==> config.mk <==
export PLATFORM = sky130hd
export DESIGN_NAME = iu_time_alignment_ctrl
export DESIGN_NICKNAME = d
export VERILOG_FILES = /design/src/cycle_timer.v /design/src/iu_time_alignment_ctrl.v
export VERILOG_INCLUDE_DIRS = /design/src
export SDC_FILE = /design/constraint.sdc
export NUM_CORES = 1
export LEC_CHECK = 0
export BUFFER_PORTS_ARGS = -buffer_cell sky130_fd_sc_hd__clkbuf_2
export CORE_MARGIN = 3
export CORE_UTILIZATION = 45
export CTS_CLUSTER_DIAMETER = 150
export DETAILED_ROUTE_END_ITERATION = 12
export HOLD_SLACK_MARGIN = 0.06
export PLACE_DENSITY_LB_ADDON = 0.25
export RECOVER_POWER = 25
export SYNTH_ARGS = -nofsm -noshare
export SYNTH_HDL_FRONTEND = slang
export SYNTH_SLANG_ARGS = --single-unit
==> constraint.sdc <==
create_clock -name aclk -period 5.7 [get_ports aclk]
set_clock_uncertainty 0.1 [all_clocks]
set_input_delay 0.57 -clock aclk [delete_from_list [all_inputs] [get_ports aclk]]
set_output_delay 0.57 -clock aclk [all_outputs]
set_load 0.05 [all_outputs]
==> src/ta_ctrl_consts.vh <==
// constants for the time alignment controller: register map, fields, timing
// assumes inclusion by the controller, its timer and the bench
`ifndef TA_CTRL_CONSTS_VH
`define TA_CTRL_CONSTS_VH

// one adjustment step and the clock rate
`define STEP_TIME_US 500
`define CLK_MHZ 25
`define STEP_CYCLES (`STEP_TIME_US * `CLK_MHZ)

// register byte offsets
`define A_CTRL 8'h00
`define A_SUP_LEN 8'h04
`define A_HOLD_LEN 8'h08
`define A_RETRY_LIM 8'h0c
`define A_STATUS 8'h10
`define A_INT_STAT 8'h14
`define A_INT_CLR 8'h18
`define A_INT_EN 8'h1c
`define A_LAST 8'h20

// control fields
`define CTRL_EN 0
`define CTRL_ERR_CLR 1
`define CTRL_UNBLOCK 2

// event bits, shared by status, clear and enable
`define EV_OK 0
`define EV_NOT_SUPP 1
`define EV_NOT_POSS 2
`define EV_TIMEOUT 3
`define EV_LOCAL_ERR 4
`define EV_W 5

// negative acknowledgement causes
`define CAUSE_NOT_SUPP 8'h01
`define CAUSE_NOT_POSS 8'h02

// reset values and timer width
`define SUP_LEN_RST 24'h0186a0
`define HOLD_LEN_RST 24'h030d40
`define RETRY_LIM_RST 4'h3
`define TMR_W 24

// axi responses
`define RESP_OKAY 2'b00
`define RESP_SLVERR 2'b10

`endif

==> src/cycle_timer.v <==
// down counter that pulses once when a loaded length has elapsed
// assumes load and stop come from logic on the same clock
`timescale 1ns/1ps
`include "ta_ctrl_consts.vh"

module cycle_timer #(
	parameter W = `TMR_W
) (
	input wire aclk,
	input wire aresetn,
	input wire load,
	input wire stop,
	input wire [W-1:0] len,
	output wire running,
	output wire expire
);
	reg [W-1:0] cnt_ff;
	reg run_ff;
	reg exp_ff;

	assign running = run_ff;
	assign expire = exp_ff;

	always @(posedge aclk) begin
		if (!aresetn) begin
			cnt_ff <= {W{1'b0}};
			run_ff <= 1'b0;
			exp_ff <= 1'b0;
		end else begin
			exp_ff <= 1'b0;
			if (stop) begin
				run_ff <= 1'b0;
			end else if (load) begin
				cnt_ff <= len;
				run_ff <= 1'b1;
			end else if (run_ff) begin
				// a zero length behaves as one cycle
				if (cnt_ff <= {{(W-1){1'b0}}, 1'b1}) begin
					run_ff <= 1'b0;
					exp_ff <= 1'b1;
				end else begin
					cnt_ff <= cnt_ff - {{(W-1){1'b0}}, 1'b1};
				end
			end
		end
	end
endmodule

==> src/iu_time_alignment_ctrl.v <==
// time alignment controller of the serving radio controller, axi4-lite slave
// assumes link strobes and need indication come from logic on aclk
//
// Our own choices: the AXI4-Lite interface to the registers and the placing of the registers.
`timescale 1ns/1ps
`include "ta_ctrl_consts.vh"

module iu_time_alignment_ctrl #(
	parameter [`TMR_W-1:0] SUP_LEN_DEFAULT = `SUP_LEN_RST,
	parameter [`TMR_W-1:0] HOLD_LEN_DEFAULT = `HOLD_LEN_RST
) (
	input wire aclk,
	input wire aresetn,
	input wire [7:0] s_axi_awaddr,
	input wire s_axi_awvalid,
	output wire s_axi_awready,
	input wire [31:0] s_axi_wdata,
	input wire [3:0] s_axi_wstrb,
	input wire s_axi_wvalid,
	output wire s_axi_wready,
	output wire [1:0] s_axi_bresp,
	output wire s_axi_bvalid,
	input wire s_axi_bready,
	input wire [7:0] s_axi_araddr,
	input wire s_axi_arvalid,
	output wire s_axi_arready,
	output wire [31:0] s_axi_rdata,
	output wire [1:0] s_axi_rresp,
	output wire s_axi_rvalid,
	input wire s_axi_rready,
	input wire need_align,
	input wire [7:0] need_steps,
	input wire data_suspended,
	input wire bearer_changed,
	output wire tx_valid,
	input wire tx_ready,
	output wire [7:0] tx_steps,
	input wire rx_ack,
	input wire rx_nack,
	input wire [7:0] rx_cause,
	output wire local_error,
	output wire irq
);
	localparam [2:0] S_IDLE = 3'h0;
	localparam [2:0] S_SEND = 3'h1;
	localparam [2:0] S_WAIT = 3'h2;
	localparam [2:0] S_HOLD = 3'h3;
	localparam [2:0] S_FAIL = 3'h4;

	reg [2:0] state_ff;
	reg [7:0] steps_ff;
	reg [7:0] cause_ff;
	reg [3:0] retry_ff;
	reg blocked_ff;
	reg en_ff;
	reg [`TMR_W-1:0] sup_len_ff;
	reg [`TMR_W-1:0] hold_len_ff;
	reg [3:0] retry_lim_ff;
	reg [`EV_W-1:0] int_stat_ff;
	reg [`EV_W-1:0] int_en_ff;

	// axi bookkeeping
	reg aw_hold_ff;
	reg w_hold_ff;
	reg [7:0] awaddr_ff;
	reg [31:0] wdata_ff;
	reg [3:0] wstrb_ff;
	reg bvalid_ff;
	reg [1:0] bresp_ff;
	reg rvalid_ff;
	reg [1:0] rresp_ff;
	reg [31:0] rdata_ff;

	wire sup_exp;
	wire hold_exp;
	wire sup_run;
	wire hold_run;

	// ---- register bus ----
	assign s_axi_awready = ~aw_hold_ff & ~bvalid_ff;
	assign s_axi_wready = ~w_hold_ff & ~bvalid_ff;
	assign s_axi_bvalid = bvalid_ff;
	assign s_axi_bresp = bresp_ff;
	assign s_axi_arready = ~rvalid_ff;
	assign s_axi_rvalid = rvalid_ff;
	assign s_axi_rresp = rresp_ff;
	assign s_axi_rdata = rdata_ff;

	wire wr_go = aw_hold_ff & w_hold_ff & ~bvalid_ff;
	wire [31:0] wmask = {{8{wstrb_ff[3]}}, {8{wstrb_ff[2]}},
		{8{wstrb_ff[1]}}, {8{wstrb_ff[0]}}};
	wire [31:0] wbits = wdata_ff & wmask;
	wire wr_ctrl = wr_go & (awaddr_ff == `A_CTRL);
	wire wr_iclr = wr_go & (awaddr_ff == `A_INT_CLR);
	wire err_clr = wr_ctrl & wbits[`CTRL_ERR_CLR];
	wire unblock = wr_ctrl & wbits[`CTRL_UNBLOCK];

	wire wr_known = (awaddr_ff == `A_CTRL) | (awaddr_ff == `A_SUP_LEN) |
		(awaddr_ff == `A_HOLD_LEN) | (awaddr_ff == `A_RETRY_LIM) |
		(awaddr_ff == `A_INT_CLR) | (awaddr_ff == `A_INT_EN);

	always @(posedge aclk) begin
		if (!aresetn) begin
			aw_hold_ff <= 1'b0;
			w_hold_ff <= 1'b0;
			awaddr_ff <= 8'h00;
			wdata_ff <= 32'h00000000;
			wstrb_ff <= 4'h0;
			bvalid_ff <= 1'b0;
			bresp_ff <= `RESP_OKAY;
		end else begin
			if (s_axi_awvalid && s_axi_awready) begin
				aw_hold_ff <= 1'b1;
				awaddr_ff <= {s_axi_awaddr[7:2], 2'b00};
			end
			if (s_axi_wvalid && s_axi_wready) begin
				w_hold_ff <= 1'b1;
				wdata_ff <= s_axi_wdata;
				wstrb_ff <= s_axi_wstrb;
			end
			if (wr_go) begin
				aw_hold_ff <= 1'b0;
				w_hold_ff <= 1'b0;
				bvalid_ff <= 1'b1;
				bresp_ff <= wr_known ? `RESP_OKAY : `RESP_SLVERR;
			end else if (bvalid_ff && s_axi_bready) begin
				bvalid_ff <= 1'b0;
			end
		end
	end

	// configuration registers; lanes merged by strobe
	always @(posedge aclk) begin
		if (!aresetn) begin
			en_ff <= 1'b0;
			sup_len_ff <= SUP_LEN_DEFAULT;
			hold_len_ff <= HOLD_LEN_DEFAULT;
			retry_lim_ff <= `RETRY_LIM_RST;
			int_en_ff <= {`EV_W{1'b0}};
		end else if (wr_go) begin
			case (awaddr_ff)
				`A_CTRL: begin
					if (wstrb_ff[0])
						en_ff <= wdata_ff[`CTRL_EN];
				end
				`A_SUP_LEN: begin
					sup_len_ff <= (sup_len_ff & ~wmask[`TMR_W-1:0]) | wbits[`TMR_W-1:0];
				end
				`A_HOLD_LEN: begin
					hold_len_ff <= (hold_len_ff & ~wmask[`TMR_W-1:0]) | wbits[`TMR_W-1:0];
				end
				`A_RETRY_LIM: begin
					if (wstrb_ff[0])
						retry_lim_ff <= wdata_ff[3:0];
				end
				`A_INT_EN: begin
					if (wstrb_ff[0])
						int_en_ff <= wdata_ff[`EV_W-1:0];
				end
				default: begin
				end
			endcase
		end
	end

	// read path, one cycle after address taken
	reg [31:0] rd_mux;
	reg rd_known;
	always @* begin
		rd_mux = 32'h00000000;
		rd_known = 1'b1;
		case ({s_axi_araddr[7:2], 2'b00})
			`A_CTRL: rd_mux = {31'h00000000, en_ff};
			`A_SUP_LEN: rd_mux = {8'h00, sup_len_ff};
			`A_HOLD_LEN: rd_mux = {8'h00, hold_len_ff};
			`A_RETRY_LIM: rd_mux = {28'h0000000, retry_lim_ff};
			`A_STATUS: rd_mux = {20'h00000, retry_ff, 1'b0, local_error,
				sup_run, blocked_ff, hold_run, state_ff};
			`A_INT_STAT: rd_mux = {27'h0000000, int_stat_ff};
			`A_INT_CLR: rd_mux = 32'h00000000;
			`A_INT_EN: rd_mux = {27'h0000000, int_en_ff};
			`A_LAST: rd_mux = {16'h0000, cause_ff, steps_ff};
			default: rd_known = 1'b0;
		endcase
	end

	always @(posedge aclk) begin
		if (!aresetn) begin
			rvalid_ff <= 1'b0;
			rresp_ff <= `RESP_OKAY;
			rdata_ff <= 32'h00000000;
		end else if (s_axi_arvalid && s_axi_arready) begin
			rvalid_ff <= 1'b1;
			rdata_ff <= rd_mux;
			rresp_ff <= rd_known ? `RESP_OKAY : `RESP_SLVERR;
		end else if (rvalid_ff && s_axi_rready) begin
			rvalid_ff <= 1'b0;
		end
	end

	// ---- procedure ----
	wire in_wait = (state_ff == S_WAIT);
	// answers outside a pending command are stray and ignored
	wire got_ack = in_wait & rx_ack;
	wire got_nack = in_wait & rx_nack & ~rx_ack;
	wire nack_ns = got_nack & (rx_cause == `CAUSE_NOT_SUPP);
	wire nack_other = got_nack & ~nack_ns;
	wire timeout = in_wait & sup_exp & ~rx_ack & ~rx_nack;
	wire fail = nack_other | timeout;
	wire give_up = fail & (retry_ff >= retry_lim_ff);
	wire launch = en_ff & need_align & ~data_suspended & ~blocked_ff;

	assign tx_valid = (state_ff == S_SEND);
	assign tx_steps = steps_ff;
	assign local_error = (state_ff == S_FAIL);

	// supervision: loaded as the frame leaves, stopped by any answer
	cycle_timer #(
		.W(`TMR_W)
	) u_sup_timer (
		.aclk(aclk),
		.aresetn(aresetn),
		.load(tx_valid & tx_ready),
		.stop(got_ack | got_nack),
		.len(sup_len_ff),
		.running(sup_run),
		.expire(sup_exp)
	);

	// hold-off against timing oscillation
	cycle_timer #(
		.W(`TMR_W)
	) u_hold_timer (
		.aclk(aclk),
		.aresetn(aresetn),
		.load(got_ack),
		.stop(1'b0),
		.len(hold_len_ff),
		.running(hold_run),
		.expire(hold_exp)
	);

	always @(posedge aclk) begin
		if (!aresetn) begin
			state_ff <= S_IDLE;
			steps_ff <= 8'h00;
			cause_ff <= 8'h00;
			retry_ff <= 4'h0;
		end else begin
			if (got_nack)
				cause_ff <= rx_cause;
			case (state_ff)
				S_IDLE: begin
					if (launch) begin
						state_ff <= S_SEND;
						steps_ff <= need_steps;
					end
				end
				S_SEND: begin
					// payload held until the link takes it
					if (tx_ready)
						state_ff <= S_WAIT;
				end
				S_WAIT: begin
					// only one command pending; next waits for an outcome
					if (got_ack) begin
						state_ff <= S_HOLD;
						retry_ff <= 4'h0;
					end else if (nack_ns) begin
						state_ff <= S_IDLE;
					end else if (give_up) begin
						state_ff <= S_FAIL;
					end else if (fail) begin
						state_ff <= S_IDLE;
						retry_ff <= retry_ff + 4'h1;
					end
				end
				S_HOLD: begin
					if (hold_exp)
						state_ff <= S_IDLE;
				end
				S_FAIL: begin
					// stays until software has taken local action
					if (err_clr) begin
						state_ff <= S_IDLE;
						retry_ff <= 4'h0;
					end
				end
				default: state_ff <= S_IDLE;
			endcase
		end
	end

	// bearer block; a fresh refusal wins over a same-cycle change
	always @(posedge aclk) begin
		if (!aresetn)
			blocked_ff <= 1'b0;
		else if (nack_ns)
			blocked_ff <= 1'b1;
		else if (bearer_changed | unblock)
			blocked_ff <= 1'b0;
	end

	// ---- interrupts: sticky, set wins over clear ----
	wire [`EV_W-1:0] ev;
	assign ev[`EV_OK] = got_ack;
	assign ev[`EV_NOT_SUPP] = nack_ns;
	assign ev[`EV_NOT_POSS] = nack_other;
	assign ev[`EV_TIMEOUT] = timeout;
	assign ev[`EV_LOCAL_ERR] = give_up;

	wire [`EV_W-1:0] iclr = wr_iclr ? wbits[`EV_W-1:0] : {`EV_W{1'b0}};

	always @(posedge aclk) begin
		if (!aresetn)
			int_stat_ff <= {`EV_W{1'b0}};
		else
			int_stat_ff <= (int_stat_ff & ~iclr) | ev;
	end

	assign irq = |(int_stat_ff & int_en_ff);
endmodule

==> qor.txt <==
Result of the run -> finished with violations
Failing checks -> max-capacitance violations, max-slew violations
RSZ-0062 raised after global routing -> no
Leak pwr -> 4.110 nW
Area of the mapped netlist -> 0.009408 mm2
I/O Buffers -> 109
Routability cong. -> 0.8694
Core Area -> 0.02036 mm2
Final-report hold violation count -> 0
Congestion Overflow GR -> 0
DR pass1 iterations -> 5
Worst VDD drop -> 0.2329 mV
Post-Synthesis Cells -> 1123
Cell variety after synth -> 68
Final Critical Period -> 3.673 ns
Initial cell density of the core -> 46.20%
Clock net sink count -> 202
Worst Max-Slew Pin Slew -> 2.877 ns
Area Overhead vs Synth -> 14.12%
Initial antenna violation count -> 0
Fraction of layout cells with a size suffix above 1 -> 12.64%
Longest Clk Path Bufs -> 3
Root Buffer -> clkbuf_16
Crit start category -> input port
Pins Over Slew Limit -> 105
Dpl ws -> 2.632 ns
Die Y -> 150.6 um
Sequential fraction of the synthesis area -> 42.98%
Clock transition at the registers of the reported paths -> 0.06 ns
Slew headroom -> -91.80%
PwrDens -> 406.0 mW/mm2
# hold bufs at CTS -> 0
Worst path arrival time -> 3.95 ns
WL per Instance -> 18.12 um
Top FF cell, synth -> dfxtp_1
WS Path Type -> in -> reg
Period utilization -> 64.45%
Setup Buffers After CTS -> 0
# IOs -> 133
Post-CTS Resized -> 0
Via Count -> 8624
FP Rows -> 52
Die W -> 150.6 um
Antenna viol nets, final -> 0
# DRC -> 0
Ys Warns -> 0
Avg Inst Size Synth -> 8.377 um2
First-pass GRT wire length -> 41.69 mm
Ys async rst share -> 0%
Fill cell total of the finished layout -> 1974
Clk Latency, worst-skew pair -> 0.50 ns
HP Class -> in -> reg
Layout Nets -> 1280
Setup Total Neg Slack -> 0 ns
DR iter-0 viols -> 727
N_diodes -> 0
Largest net degree at the start of global routing -> 66
Die area -> 0.02268 mm2
Avg Vias per Cell -> 5.855
CTS tree -> done
Post-detailed-placement half-perimeter wirelength -> 19.05 mm
Vias in the first global route -> 7679
CTS Buf Count -> 22
Htree depth -> 1
Total of max-cap violations -> 2
Crit. End Element -> flop
Critical Path Fanout Max -> 65
Post-synth EDFFs -> 0
PnR worst setup slack -> 2.027 ns
GRT Overall Usage -> 22.79%
Seq cells post-synth -> 202
Fmax -> 272.2 MHz
Req. time, crit path -> 5.98 ns
Final Setup Violations -> 0
Final WL -> 26.69 mm
[per-layer routing]
metal	vias to the layer above	routed length, um	global-route usage, %
met3	49	1465	3.101
met5	-	0	0
met1	4088	12210	32.29
met4	0	793	7.344
li1	4232	-	-
met2	255	12220	36.02
[cell usage in the layout, fill, tap and decap left out, drive strengths merged, types with 18 or more instances in the layout]
cell type / count
or3: 28
nor2: 89
a22oi: 26
o31ai: 20
inv: 18
a31oi: 27
a21oi: 90
or4: 26
dfxtp: 202
nand2: 156
nand3: 55
nor3: 18
o21ai: 51
clkbuf: 142
mux2i: 52
nor4: 20
[critical path, stage by stage]
cell	delay, ns
clkbuf_2	0.08
buf_4	0.31
inv_4	0.47
clkbuf_1	2.09
or3_1	0.29
o211ai_1	0.09
[cell type report]
| cell class | count | area, um2 | share of cell area, % |
|---|---|---|---|
| Sequential cell | 202 | 4044 | 37.66 |
| Clock inverter | 6 | 83.83 | 0.7808 |
| Multi-Input combinational cell | 826 | 4976 | 46.35 |
| Timing Repair Buffer | 119 | 565.5 | 5.267 |
| Inverter | 19 | 73.82 | 0.6876 |
| Clock buffer | 31 | 655.6 | 6.107 |
| Tap cell | 270 | 337.8 | 3.147 |
[power by group]
| group | internal, mW | leakage, nW | total (mW) | switching, mW |
|---|---|---|---|---|
| Combinational | 0.411 | 2.10 | 1.24 | 0.832 |
| Sequential | 1.53 | 1.64 | 1.66 | 0.132 |
| Clock | 0.887 | 0.367 | 1.46 | 0.569 |
[stage by stage]
step / utilization (%) / cell area, um2 / hold slack (ns) / cells / total power, mW
floorplan: - / 9442 / 0.3306 / 1132 / 2.651
global placement: 49.36 / 10050 / 0.3458 / 1436 / 2.892
detailed placement: 49.36 / 10050 / 0.3481 / 1436 / 2.915
CTS: 52.99 / 10790 / 0.1366 / 1473 / 4.373
global route: 52.72 / 10740 / 0.1632 / 1473 / 4.594
finish: 52.72 / 10740 / 0.1586 / 1473 / 4.359
[final timing paths]
check / endpoint / slack, ns / cells past startpoint / start
worst max-delay path: u_hold_timer.cnt_ff[1] / 2.03 / 6 / aresetn
worst min-delay path: s_axi_rvalid / 0.16 / 2 / s_axi_rready
worst max register to register: flop / 2.66 / 5 / awaddr_ff[5]
worst min register to register: s_axi_rdata[3] / 0.36 / 2 / s_axi_rdata[3]
[cell families after synthesis]
logic type | share of synthesized area [%]
compound gates | 19.99
xor+xnor | 0.7447
fa+ha+maj | 1.197
buf+inv | 4.681
flops | 42.98
mux | 6.610
other cells | 0.03986
simple gates | 23.75
[synthesized netlist by cell type, types with 12 or more instances]
| library cell | n | area (um2) |
|---|---|---|
| a21oi_1 | 90 | 450.4 |
| a22oi_1 | 26 | 195.2 |
| a31oi_1 | 27 | 168.9 |
| buf_4 | 12 | 90.09 |
| clkbuf_1 | 68 | 255.2 |
| dfxtp_1 | 202 | 4044 |
| inv_1 | 17 | 63.81 |
| mux2i_1 | 52 | 520.5 |
| nand2_1 | 156 | 585.6 |
| nand3_1 | 55 | 275.3 |
| nor2_1 | 89 | 334.1 |
| nor3_1 | 17 | 85.08 |
| nor4_1 | 16 | 100.1 |
| o21ai_0 | 51 | 255.2 |
| o31ai_1 | 18 | 135.1 |
| or3_1 | 27 | 168.9 |
| or4_1 | 24 | 180.2 |
No activity file was read; power rests on OpenSTA's default activity.
